--- config.mk ---
export PLATFORM = sky130hd
export DESIGN_NAME = exec_ops
export DESIGN_NICKNAME = d
export VERILOG_FILES = /design/src/rtl/exec_ops.v
export VERILOG_INCLUDE_DIRS = /design/src /design/src/rtl
export SDC_FILE = /design/constraint.sdc
export NUM_CORES = 1
export LEC_CHECK = 0
export BUFFER_PORTS_ARGS = -buffer_cell sky130_fd_sc_hd__buf_4
export CAP_MARGIN = 5
export CELL_PAD_IN_SITES_DETAIL_PLACEMENT = 1
export CELL_PAD_IN_SITES_GLOBAL_PLACEMENT = 2
export CORE_MARGIN = 2
export CORE_UTILIZATION = 27
export DETAILED_ROUTE_END_ITERATION = 7
export PLACE_DENSITY = 0.81
export SLEW_MARGIN = 20
export SYNTH_ARGS = -nofsm -noshare
export SYNTH_HDL_FRONTEND = slang
export SYNTH_SLANG_ARGS = --single-unit
--- constraint.sdc ---
create_clock -name core_clk -period 3.57 [get_ports core_clk]
set_input_delay 0.357 -clock core_clk [delete_from_list [all_inputs] [get_ports core_clk]]
set_output_delay 0.357 -clock core_clk [all_outputs]
set_load 0.03 [all_outputs]
--- src/rtl/exec_ops_map.vh ---
// Constants for the return, rotate, subtract, swap and xor execution unit
// Assumes inclusion by bare name from the execution unit source
`ifndef EXEC_OPS_MAP_VH
`define EXEC_OPS_MAP_VH

// ==========================================================
// Operation codes
`define OP_NONE 3'h0
`define OP_RETURN 3'h1
`define OP_ROTATE_RIGHT_CARRY 3'h2
`define OP_LITERAL_MINUS_ACC 3'h3
`define OP_REG_MINUS_ACC 3'h4
`define OP_NIBBLE_EXCHANGE 3'h5
`define OP_REG_EXCLUSIVE_OR 3'h6
`define OP_LITERAL_EXCLUSIVE_OR 3'h7

// ==========================================================
// Destination bit values
`define DEST_ACC 1'b0
`define DEST_REG 1'b1

// ==========================================================
// Reset values and timing
`define ACC_RESET 8'h00
`define PC_RESET 13'h0000
`define RETURN_CYCLES 2'h2

`endif

--- src/rtl/exec_ops.v ---
// Execution unit for return, rotate right, subtract, swap and xor operations
// Assumes one operation request per idle cycle, file reads combinational
//
// Function
// [RULE_01] Return pops stack, loads PC, two cycles
// [RULE_02] Rotate right through carry, only carry changes
// [RULE_03] Seven-bit address; dest bit clear selects accumulator
// [RULE_04] Literal minus accumulator into accumulator, C DC Z
// [RULE_05] Register minus accumulator to destination, C DC Z
// [RULE_06] Swap nibbles to destination, flags untouched
// [RULE_07] Register xor accumulator to destination, Z only
// [RULE_08] Literal xor accumulator into accumulator, Z only
// [RULE_09] Carry means no borrow; zero on zero
`include "exec_ops_map.vh"

module exec_ops #(
	parameter PC_WIDTH = 13
)(
	input wire core_clk,
	input wire rst,
	input wire op_valid,
	input wire [2:0] op_code,
	input wire [6:0] file_addr,
	input wire dest_bit,
	input wire [7:0] literal,
	input wire [7:0] file_rdata,
	input wire [PC_WIDTH-1:0] stack_top_entry,
	input wire carry_in,
	input wire digit_carry_in,
	input wire zero_in,
	output reg op_ready,
	output reg [6:0] file_raddr,
	output reg file_we,
	output reg [6:0] file_waddr,
	output reg [7:0] file_wdata,
	output reg [7:0] acc_r,
	output reg carry_flag,
	output reg digit_carry_flag,
	output reg zero_flag,
	output reg flags_we,
	output reg stack_pop,
	output reg pc_load,
	output reg [PC_WIDTH-1:0] pc_value,
	output reg op_done
);

	// ==========================================================
	// Datapath
	reg [7:0] result;
	reg [8:0] diff;
	reg [4:0] low_diff;
	reg [7:0] minuend;
	reg wr_c;
	reg wr_dc;
	reg wr_z;
	reg to_reg;
	reg to_acc;
	reg [1:0] ret_cnt_r;
	reg [1:0] ret_cnt_nxt;
	wire take;

	// Request accepted only while ready is high
	// Ready falls for exactly one cycle after a return is taken,
	// so the caller must hold its request through that cycle.
	assign take = op_valid && op_ready;

	// Operand address straight to the file read port
	always @*
	begin
		file_raddr = file_addr; // see [RULE_03]
	end

	// Result and flag-update selection per operation
	// Borrow is taken from the ninth and fifth difference bits;
	// carry and digit carry are stored inverted (set means no borrow).
	// Rotate takes its old carry from the registered carry flag,
	// which mirrors the outside status copy after every taken op that does not write carry.
	always @*
	begin
		minuend = (op_code == `OP_LITERAL_MINUS_ACC) ? literal : file_rdata;
		diff = {1'b0, minuend} - {1'b0, acc_r};
		low_diff = {1'b0, minuend[3:0]} - {1'b0, acc_r[3:0]};
		result = 8'h00;
		wr_c = 1'b0;
		wr_dc = 1'b0;
		wr_z = 1'b0;
		to_reg = 1'b0;
		to_acc = 1'b0;
		case (op_code)
			`OP_ROTATE_RIGHT_CARRY:
			begin
				result = {carry_flag, file_rdata[7:1]}; // see [RULE_02]
				wr_c = 1'b1;
				to_reg = (dest_bit == `DEST_REG); // see [RULE_03]
				to_acc = (dest_bit == `DEST_ACC);
			end
			`OP_LITERAL_MINUS_ACC:
			begin
				result = diff[7:0]; // see [RULE_04]
				wr_c = 1'b1;
				wr_dc = 1'b1;
				wr_z = 1'b1;
				to_acc = 1'b1;
			end
			`OP_REG_MINUS_ACC:
			begin
				result = diff[7:0]; // see [RULE_05]
				wr_c = 1'b1;
				wr_dc = 1'b1;
				wr_z = 1'b1;
				to_reg = (dest_bit == `DEST_REG);
				to_acc = (dest_bit == `DEST_ACC);
			end
			`OP_NIBBLE_EXCHANGE:
			begin
				result = {file_rdata[3:0], file_rdata[7:4]}; // see [RULE_06]
				to_reg = (dest_bit == `DEST_REG);
				to_acc = (dest_bit == `DEST_ACC);
			end
			`OP_REG_EXCLUSIVE_OR:
			begin
				result = acc_r ^ file_rdata; // see [RULE_07]
				wr_z = 1'b1;
				to_reg = (dest_bit == `DEST_REG);
				to_acc = (dest_bit == `DEST_ACC);
			end
			`OP_LITERAL_EXCLUSIVE_OR:
			begin
				result = acc_r ^ literal; // see [RULE_08]
				wr_z = 1'b1;
				to_acc = 1'b1;
			end
			default:
			begin
				result = 8'h00;
			end
		endcase
	end

	// Return sequencer count
	// Counts down the second cycle of a return; zero means idle
	always @*
	begin
		ret_cnt_nxt = ret_cnt_r;
		if (ret_cnt_r != 2'h0)
			ret_cnt_nxt = ret_cnt_r - 2'h1;
		else if (take && op_code == `OP_RETURN)
			ret_cnt_nxt = `RETURN_CYCLES - 2'h1; // see [RULE_01]
	end

	// ==========================================================
	// Registered state and outputs
	always @(posedge core_clk)
	begin
		if (rst)
		begin
			acc_r <= `ACC_RESET;
			carry_flag <= 1'b0;
			digit_carry_flag <= 1'b0;
			zero_flag <= 1'b0;
			flags_we <= 1'b0;
			file_we <= 1'b0;
			file_waddr <= 7'h00;
			file_wdata <= 8'h00;
			stack_pop <= 1'b0;
			pc_load <= 1'b0;
			pc_value <= {PC_WIDTH{1'b0}};
			op_done <= 1'b0;
			op_ready <= 1'b1;
			ret_cnt_r <= 2'h0;
		end
		else
		begin
			ret_cnt_r <= ret_cnt_nxt;
			file_we <= 1'b0;
			flags_we <= 1'b0;
			stack_pop <= 1'b0;
			pc_load <= 1'b0;
			op_done <= 1'b0;
			// Ready drops for the second cycle of a return
			op_ready <= (ret_cnt_nxt == 2'h0);
			if (ret_cnt_r == 2'h1)
				op_done <= 1'b1; // Return finishes in its second cycle
			if (take)
			begin
				// Flags follow the input copy unless this op updates them
				// Operation code none passes flags through with no pulses
				carry_flag <= carry_in;
				digit_carry_flag <= digit_carry_in;
				zero_flag <= zero_in;
				if (op_code == `OP_RETURN)
				begin
					stack_pop <= 1'b1; // see [RULE_01]
					pc_load <= 1'b1;
					pc_value <= stack_top_entry;
				end
				else if (op_code != `OP_NONE)
				begin
					op_done <= 1'b1;
					flags_we <= wr_c | wr_dc | wr_z;
					if (wr_c && op_code == `OP_ROTATE_RIGHT_CARRY)
						carry_flag <= file_rdata[0]; // see [RULE_02]
					else if (wr_c)
						carry_flag <= ~diff[8]; // see [RULE_09]
					if (wr_dc)
						digit_carry_flag <= ~low_diff[4]; // see [RULE_09]
					if (wr_z)
						zero_flag <= (result == 8'h00); // see [RULE_09]
					if (to_acc)
						acc_r <= result;
					if (to_reg)
					begin
						file_we <= 1'b1;
						file_waddr <= file_addr;
						file_wdata <= result;
					end
				end
			end
		end
	end

endmodule // exec_ops

==> results.md, run 1 <==
* Status: finished, final reports clean
* Initial antenna violation count at 0
* Top-count cell post-synth: nand2_1
* H-tree depth at 2
* TritonCTS clock tree: done
* First-pass GRT wire length at ~14 mm
* YS warnings at 0
* P&R area growth vs syn at 32.20%
* Crit Path Class: input pin to flip-flop
* DR vias/cell at 4.781
* Final period util at between 70% and 80%
* Via count at 2687
* Req. time, crit path at ~3.8 ns
* Core Util, Final at a little under two fifths
* Later-pin clock latency in the skew report at roughly 0.31 ns
* Post-Syn Nets at roughly 400
* Total Die Area at between 0.01 and 0.015 mm2
* Clock power share at between 20% and 30%
* Initial DRC Count at around 170
* Slew HR at between 50% and 60%
* Yosys reg bits at 46
* Pin count of the biggest net entering global routing at 47
* Final setup fails at 0
* EDFF count, synth at 0
* DP Cell Count at roughly 550
* Flop pwr share at about two fifths
* Antenna Violating Nets Remaining at 0
* DRT Wirelength at 8.947 mm
* TritonCTS buffer count at 5
* Post-CTS Resized at 0
* Hold Buf Count CTS at 0
* Placed cell area at between 0.003 and 0.004 mm2
* Row cnt at 36
* Setup bufs post-CTS at 0
* Switch Pwr at 463.6 uW
* Yosys top cell area share at roughly a third
* Number of global-route vias before repair at around 2800
* Main synth FF type: dfxtp_1
* Filler cells at 1236
* Crit path cell chain: buf_4 -> and3b_1 -> nand2_1 -> nand2_1 -> inv_1 -> fa_1 -> nand2b_1 -> a21oi_1 -> a221oi_1 -> nand3_1 -> nor3_2 -> a31o_1
* RSZ-0062 raised after global routing: no
* Final GP Congestion at slightly below 0.8
* Fmax at approximately 350 MHz
* Power Internal at around 920 uW
* Most common library cells after synthesis: nand2_1 (57), nor2_1 (47), dfxtp_1 (46), a21oi_1 (28), mux2i_1 (19)
* Pins Over Slew Limit at 0
* Initial Util at between 20% and 30%
* Buf/Inv on CP at 2
* Crit-path leading delay family: simple AND/OR/NAND/NOR gates
* Post-Layout Cell Count at 562
* Top cell by count, worst path: nand2_1
* Syn_area_per_cell at ~8 um2
* Arr. time, crit path at between 3 and 4 ns
* Combinational cell fraction of total power at roughly 30%
* Worst setup SP type: input pin
* # IOs at between 90 and 100
* Pwr Density at 383.9 mW/mm2
* Fin area at about 0.0036 mm2
* Synthesized cell area at 0.002720 mm2
* Detailed Routing Iterations Pass 1 at 4
* Post-synth top area cell: dfxtp_1
* Worst min path class: input pin to flip-flop
* Post-DP HPWL at roughly 6.7 mm
* Capturing element type of the critical path: flip-flop
* Setup_tns at 0 ns
* CORE AREA at between 0.009 and 0.01 mm2
* Final Critical Period at approximately 2.8 ns
* I/O Buffers at just under 100
* Hold Crit Depth at 3
* Total power at 1.381 mW
* WP depth at 12
* Chip width at between 100 and 150 um
* Peak VDD IR at around 0.18 mV
* Clk buf depth at 2
* Drt drc at 0
* Crit-path max FO at 30
* Grt ovf at 0
* TritonCTS Sinks at 46
* Synthesized instance count at ~350
* Setup Skew at a little over 0.01 ns
* Die Height at ~100 um
* Fin. Hold Viols at 0
* Max_cap viols at 0
* Antenna Cells at 0
* Sw Ratio at 33.58%
* Root Buffer: clkbuf_8
* Layout cells sized above 1 at 26.81%
* Worst slew pin tran at between 0.6 and 0.7 ns
* R2R depth at 8
* Worst path slowest cell: a221oi_1
* Crit-path max cell delay at slightly below 0.6 ns
* Top post-synthesis cells by area: dfxtp_1 (34%), nand2_1 (7.9%), mux2i_1 (7.0%), nor2_1 (6.5%), a21oi_1 (5.2%)
* Synth cell types at 49
* Clock transition at path regs at 0.10 ns
* GRT Total Usage at between 10% and 20%
* Wire length per cell at 15.92 um
* Nets at roughly 480
* Sequential share of the synthesized area at 33.85%
* Post-synth ARST share at 0%
* Leak at between 1.5 and 2 nW
==> cells in the final DEF, fill, tap and decap left out, types with 9 or more instances in the layout <==
master    count
xnor2_1       9
a21oi_1      28
ha_1          9
nand2b_1      9
mux2i_1      19
dfxtp_1      46
buf_4       102
a211oi_1     17
inv_1        13
nor2_1       47
nand2_1      57
==> per-stage QoR <==
step | setup slack, ns | hold slack, ns
after floorplan | 0.9653 | 0.4349
after CTS | 0.7470 | 0.2828
after detailed placement | 0.4319 | 0.4508
after global routing | 0.5390 | 0.2803
after global placement | 0.5077 | 0.4408
final | 0.7305 | 0.2850
==> final timing paths <==
kind | from | to | slack, ns
setup / recovery | op_code[0] | zero_flag | 0.73
hold / removal | stack_top_entry[6] | pc_value[6] | 0.29
hold reg to reg | pc_value[6] | pc_value[6] | 0.46
setup reg to reg | acc_r[0] | zero_flag | 1.21
==> area by class of cell <==
type / instances / area, um2 / share of cell area [%]
multi-input combinational: 260 / 1582 / 43.98
sequential: 46 / 920.9 / 25.61
timing repair buffer: 102 / 765.7 / 21.29
tap: 133 / 166.4 / 4.628
clock buffer: 5 / 68.82 / 1.914
inverter: 13 / 48.80 / 1.357
clock inverter: 3 / 43.79 / 1.218
==> per-layer routing <==
metal	global-route usage (%)	share of wire, %	vias to the layer above
li1	-	-	1351
met1	20.55	46	1269
met2	27.64	48	63
met3	3.509	5.5	4
met4	3.571	0.74	0
met5	0	0	-
==> cell families (layout without fill, tap and decap cells) <==
group / count (synthesis) / in the layout / synth area share, %
compound gates: 78 / 78 / 19.14
xor+xnor: 9 / 9 / 2.898
fa+ha+maj: 10 / 10 / 4.876
buf+inv: 41 / 123 / 8.004
flops: 46 / 46 / 33.85
mux: 19 / 19 / 6.992
simple gates: 144 / 144 / 24.24
==> state kept, by name, indices dropped and copies added (netlist names) <==
name              flops
flags_we              1
carry_flag            1
op_ready              1
file_wdata            8
file_waddr            7
ret_cnt_r             2
pc_load               1
pc_value             13
digit_carry_flag      1
zero_flag             1
acc_r                 8
op_done               1
file_we               1
==> power by group through the flow <==
| stage | clock network (mW) | logic (mW) | registers, mW |
|---|---|---|---|
| 3_5_place_dp | 0 | 0.414 | 0.566 |
| 6_report | 0.413 | 0.413 | 0.554 |
| 3_3_place_gp | 0 | 0.407 | 0.566 |
| 4_1_cts | 0.425 | 0.417 | 0.555 |
| 5_1_grt | 0.450 | 0.453 | 0.558 |
| 2_1_floorplan | 0 | 0.225 | 0.607 |
==> worst min-delay path: stages <==
cell and delay, ns:
buf_4 0.11, nand2_1 0.04, a21oi_1 0.05
Power figures use the tool's default switching activity.
==> run 2, diff against run 1 <==
clock period = 2.7 ns   (was 3.57 ns; I/O delays follow)
==> results.md, run 2 (synthesis gave the netlist of run 1 again) <==
* Status: finished, final reports clean
* Pin count of the biggest net entering global routing at 47
* Fin. Hold Viols at 0
* Die Height at approximately 100 um
* Worst slew pin tran at between 0.6 and 0.7 ns
* Flop pwr share at between 40% and 50%
* Sw Ratio at ~35%
* TritonCTS Sinks at between 40 and 50
* Clock power share at between 20% and 30%
* Combinational cell fraction of total power at approximately a third
* Final GP Congestion at ~0.84
* Chip width at about 100 um
* Largest registers: pc_value x13, acc_r x8, file_wdata x8
* Via count at about 2700
* Row cnt at 36
* RSZ-0062 raised after global routing: no
* GRT Total Usage at around 16%
* Arr. time, crit path at approximately 2.6 ns
* Final setup fails at 0
* TritonCTS clock tree: done
* Crit path cell chain: buf_4 -> nand3b_1 -> mux2i_1 -> ha_1 -> fa_1 -> nand2b_1 -> a21oi_1 -> o31ai_1 -> a211oi_1 -> a211oi_1
* Peak VDD IR at ~0.22 mV
* Req. time, crit path at 2.86 ns
* Post-DP HPWL at slightly below 7 mm
* Max_cap viols at 0
* Hold Buf Count CTS at 0
* Biggest register: pc_value
* Clock transition at path regs at approximately 0.090 ns
* Initial Util at approximately 28%
* Most common cell after layout, fill and taps aside: buf_4
* First-pass GRT wire length at about 14 mm
* Capturing element type of the critical path: flip-flop
* Post-Layout Cell Count at 571
* Grt ovf at 0
* Dpl ws at about 0.043 ns
* TritonCTS buffer count at 5
* Setup_tns at 0 ns
* Setup WS post-layout at 0.3034 ns
* Initial DRC Count at 120
* Later-pin clock latency in the skew report at 0.30 ns
* Root Buffer: clkbuf_8
* Max reg flops at 13
* Worst min path class: input pin to flip-flop
* P&R area growth vs syn at 33.72%
* DRT Wirelength at between 8 and 9 mm
* # IOs at 98
* Crit path launch: op_code[2]
* Crit-path max FO at 7
* Layout cells sized above 1 at between 20% and 30%
* Hold Worst Slack at roughly 0.21 ns
* Worst setup SP type: input pin
* Reg2reg setup slack at about 0.36 ns
* RR Startpoint: acc_r[0]
* Total Die Area at 0.01089 mm2
* R2R depth at 7
* Initial antenna violation count at 0
* Number of global-route vias before repair at 2710
* Antenna Violating Nets Remaining at 0
* Fmax at approximately 420 MHz
* DP Cell Count at between 500 and 600
* Leak at about 1.6 nW
* Setup bufs post-CTS at 0
* Detailed Routing Iterations Pass 1 at 4
* Crit Path Class: input pin to flip-flop
* Clk buf depth at 2
* Commonest non-fill, non-tap cells in the layout: buf_4 (111), nand2_1 (57), nor2_1 (47)
* Slew HR at between 50% and 60%
* I/O Buffers at 97
* Pwr Density at roughly 480 mW/mm2
* Core Util, Final at between 30% and 40%
* Wire length per cell at between 15 and 20 um
* Final period util at 88.76%
* Filler cells at about 1200
* DR vias/cell at between 4 and 5
* CP endpoint: acc_r[6]
* Pins Over Slew Limit at 0
* Switch Pwr at about 600 uW
* Final Critical Period at 2.397 ns
* Post-CTS Resized at 0
* Top cell by count, worst path: a211oi_1
* Nets at approximately 490
* Reg2reg end: acc_r[6]
* Setup Skew at 0.01478 ns
* Antenna Cells at 0
* H-tree depth at 2
* Worst path slowest cell: fa_1
* Crit-path max cell delay at between 0.4 and 0.5 ns
* CORE AREA at between 0.009 and 0.01 mm2
* Drt drc at 0
* Power Internal at between 1 and 1.5 mW
-- run 2: cell types whose count changed in the layout (fill, tap and decap cells not counted) --
cell / delta
buf_4: +9
bufinv_16: -1
clkbuf_1: +1
clkinv_4: +1
inv_6: -1
-- run 2: metrics by stage --
stage | power (mW) | area, um2
after global placement | 1.305 | 3551
after CTS | 1.753 | 3637
final | 1.728 | 3637
after floorplan | 1.099 | 2720
after detailed placement | 1.311 | 3551
after global routing | 1.837 | 3637
-- run 2: layout make-up --
class	count	area, um2	share of cell area [%]
timing repair buffer	111	833.3	22.91
clock buffer	6	72.57	1.995
clock inverter	2	13.76	0.3784
inverter	13	48.80	1.342
sequential	46	920.9	25.32
multi-input combinational	260	1582	43.48
tap	133	166.4	4.575
-- run 2: layer usage --
layer | wire length (um) | track usage [%]
met5 | 0 | 0
met4 | 125 | 4.537
met3 | 469 | 3.571
met2 | 4115 | 26.42
met1 | 4243 | 21.76
-- run 2: worst min path at each step --
stage	from	end	slack [ns]	cells past startpoint
2_1_floorplan	stack_top_entry[0]	pc_value[0]	0.41	2
3_3_place_gp	ret_cnt_r[0]	ret_cnt_r[0]	0.44	1
3_5_place_dp	pc_value[4]	pc_value[4]	0.45	2
4_1_cts	stack_top_entry[11]	pc_value[11]	0.20	3
5_1_grt	stack_top_entry[6]	pc_value[6]	0.21	3
6_report	stack_top_entry[11]	pc_value[11]	0.21	3
-- run 2: worst max-delay path: cells and delay by family --
family / cells / cell delay, ns
AO/OA/AOI/OAI: 4 / 0.96
AND/OR/NAND/NOR: 2 / 0.39
buffers and inverters: 1 / 0.14
adder cells (fa/ha/maj): 2 / 0.63
multiplexers: 1 / 0.17
-- run 2: power groups by stage --
stage | combinational (mW) | sequential, mW | clock, mW
2_1_floorplan | 0.297 | 0.802 | 0
3_3_place_gp | 0.555 | 0.751 | 0
3_5_place_dp | 0.561 | 0.751 | 0
4_1_cts | 0.564 | 0.736 | 0.454
5_1_grt | 0.613 | 0.740 | 0.485
6_report | 0.562 | 0.735 | 0.431
==> run 3, diff against run 2 <==
--- a/config.mk
+++ b/config.mk
@@ -12,7 +12,8 @@
 export CELL_PAD_IN_SITES_GLOBAL_PLACEMENT = 2
 export CORE_MARGIN = 2
-export CORE_UTILIZATION = 27
+export CORE_UTILIZATION = 28
+export CTS_BUF_LIST = sky130_fd_sc_hd__clkbuf_8
 export DETAILED_ROUTE_END_ITERATION = 7
-export PLACE_DENSITY = 0.81
+export PLACE_DENSITY = 0.84
 export SLEW_MARGIN = 20
 export SYNTH_ARGS = -nofsm -noshare
==> constraint.sdc (replaced) <==
create_clock -name core_clk -period 2.7 [get_ports core_clk]
set_input_delay 0.405 -clock core_clk [delete_from_list [all_inputs] [get_ports core_clk]]
set_output_delay 0.405 -clock core_clk [all_outputs]
set_load 0.03 [all_outputs]
==> results.md, run 3 (synthesis gave the netlist of run 1 again) <==
* Total Die Area at 0.01052 mm2
* DP Cell Count at approximately 560
* TritonCTS clock tree: done
* Hold Crit Depth at 3
* Crit path cell chain: buf_4 -> nand3b_1 -> mux2i_1 -> ha_1 -> fa_1 -> nand2b_1 -> a21oi_1 -> nor2_1 -> o311a_1 -> and3_1 -> a31o_1
* Worst path slowest cell: fa_1
* Fin. Hold Viols at 0
* Initial Util at 29.16%
* Clk buf depth at 2
* Post-DP HPWL at 6.827 mm
* Crit Path Class: input pin to flip-flop
* Fin area at about 0.0037 mm2
* Chip width at 102.6 um
* Commonest non-fill, non-tap cells in the layout: buf_4 (116), nand2_1 (57), nor2_1 (47)
* # IOs at 98
* Layout cells sized above 1 at about 30%
* Setup_tns at 0 ns
* Grt ovf at 0
* Antenna Cells at 0
* Via count at between 2000 and 3000
* Arr. time, crit path at approximately 2.7 ns
* TritonCTS buffer count at 5
* Setup Skew at 0.005597 ns
* R2R depth at 8
* Nets at ~500
* Biggest register: pc_value
* Hold Worst Slack at around 0.34 ns
* Setup WS post-layout at 0.2153 ns
* RR Startpoint: acc_r[0]
* Die Height at approximately 100 um
* TritonCTS Sinks at 46
* Worst Hold End: pc_value[9]
* GRT Total Usage at between 10% and 20%
* Wire length per cell at between 15 and 20 um
* Initial antenna violation count at 0
* Clock transition at path regs at approximately 0.090 ns
* Final setup fails at 0
* Most common cell after layout, fill and taps aside: buf_4
* CORE AREA at about 0.0093 mm2
* DR vias/cell at about 4.8
* Status: finished, final reports clean
* Fmax at a little over 400 MHz
* Max_cap viols at 0
* Final GP Congestion at between 0.8 and 0.9
* Capturing element type of the critical path: flip-flop
* Worst setup SP type: input pin
* Reg2reg end: zero_flag
* Detailed Routing Iterations Pass 1 at 4
* Largest registers: pc_value x13, acc_r x8, file_wdata x8
* Reg2reg setup slack at around 0.52 ns
* Post-Layout Cell Count at ~570
* Row cnt at 35
* Req. time, crit path at roughly 2.9 ns
* Pwr Density at 472.0 mW/mm2
* Leak at between 1.5 and 2 nW
* Combinational cell fraction of total power at roughly 33%
* Pins Over Slew Limit at 0
* First-pass GRT wire length at approximately 13 mm
* Slew HR at between 60 and 70%
* Switch Pwr at ~600 uW
* Later-pin clock latency in the skew report at 0.30 ns
* Sw Ratio at between 30% and 40%
* Crit-path max cell delay at 0.40 ns
* Worst slew pin tran at 0.5931 ns
* I/O Buffers at between 90 and 100
* Power Internal at 1.138 mW
* DRT Wirelength at between 8 and 9 mm
* H-tree depth at 2
* Dpl ws at -0.08518 ns
* Final Critical Period at 2.485 ns
* Number of global-route vias before repair at ~2600
* Root Buffer: clkbuf_8
* Peak VDD IR at about 0.22 mV
* Drt drc at 0
* Total power at 1.736 mW
* Initial DRC Count at approximately 110
* Hold Crit Start: stack_top_entry[9]
* Worst min path class: input pin to flip-flop
* Max reg flops at 13
* Flop pwr share at approximately 42%
* RSZ-0062 raised after global routing: no
* Final period util at between 90 and 100%
* Clock power share at roughly a quarter
* Antenna Violating Nets Remaining at 0
* Placed cell area at 0.003583 mm2
* Filler cells at 1167
* Crit-path max FO at 3
* Pin count of the biggest net entering global routing at 47
* Core Util, Final at between 30 and 40%
* P&R area growth vs syn at 35.23%
-- run 3: cell types whose count changed in the layout (fill, tap and decap cells not counted) --
cell	change
buf_4	+5
a211oi_2	+1
a211oi_1	-1
clkinvlp_4	+1
clkbuf_1	-1
-- run 3: worst max-delay path, delay by kind of cell --
kind | cells | cell delay (ns)
AO/OA/AOI/OAI | 3 | 0.69
AND/OR/NAND/NOR | 4 | 0.66
buffers and inverters | 1 | 0.11
adder cells (fa/ha/maj) | 2 | 0.61
multiplexers | 1 | 0.19
-- run 3: repair_timing --
item / 4_1_cts / 5_1_grt
gates resized for setup: 0 / 1
hold buffers: 0 / 0
setup buffers: 0 / 0
endpoints found under the setup margin: 0 / 3
-- run 3: worst max path at each step --
stage | startpoint | endpoint | slack, ns | depth (start not counted)
2_1_floorplan | op_code[1] | zero_flag | 0.05 | 11
3_3_place_gp | op_code[2] | file_wdata[6] | -0.04 | 10
3_5_place_dp | op_code[2] | file_wdata[6] | -0.09 | 10
4_1_cts | op_code[2] | file_wdata[6] | 0.21 | 10
5_1_grt | op_code[2] | zero_flag | 0.09 | 11
6_report | op_code[2] | zero_flag | 0.22 | 11
-- run 3: final cells by class --
type	instances	area, um2	share of cell area (%)
Clock inverter	3	21.27	0.5782
Tap cell	129	161.4	4.388
Inverter	13	48.80	1.327
Clock buffer	5	68.82	1.871
Timing Repair Buffer	116	870.8	23.67
Multi-Input combinational cell	260	1587	43.13
Sequential cell	46	920.9	25.03
-- run 3: metal layers --
layer	part of all wire (%)	vias to the layer above	global-route usage (%)	routed length [um]
li1	-	1380	-	-
met1	45	1323	21.66	3872
met2	50	56	27.55	4392
met3	3.6	8	2.305	317
met4	1.4	0	4.615	119
met5	0	-	0	0
-- run 3: power by group through the flow --
stage                     sequential, mW  clock [mW]  combinational, mW
after floorplan                    0.802           0              0.297
after global placement             0.750           0              0.563
after detailed placement           0.750           0              0.572
after CTS                          0.734       0.447              0.575
after global routing               0.738       0.471              0.626
final                              0.733       0.427              0.576
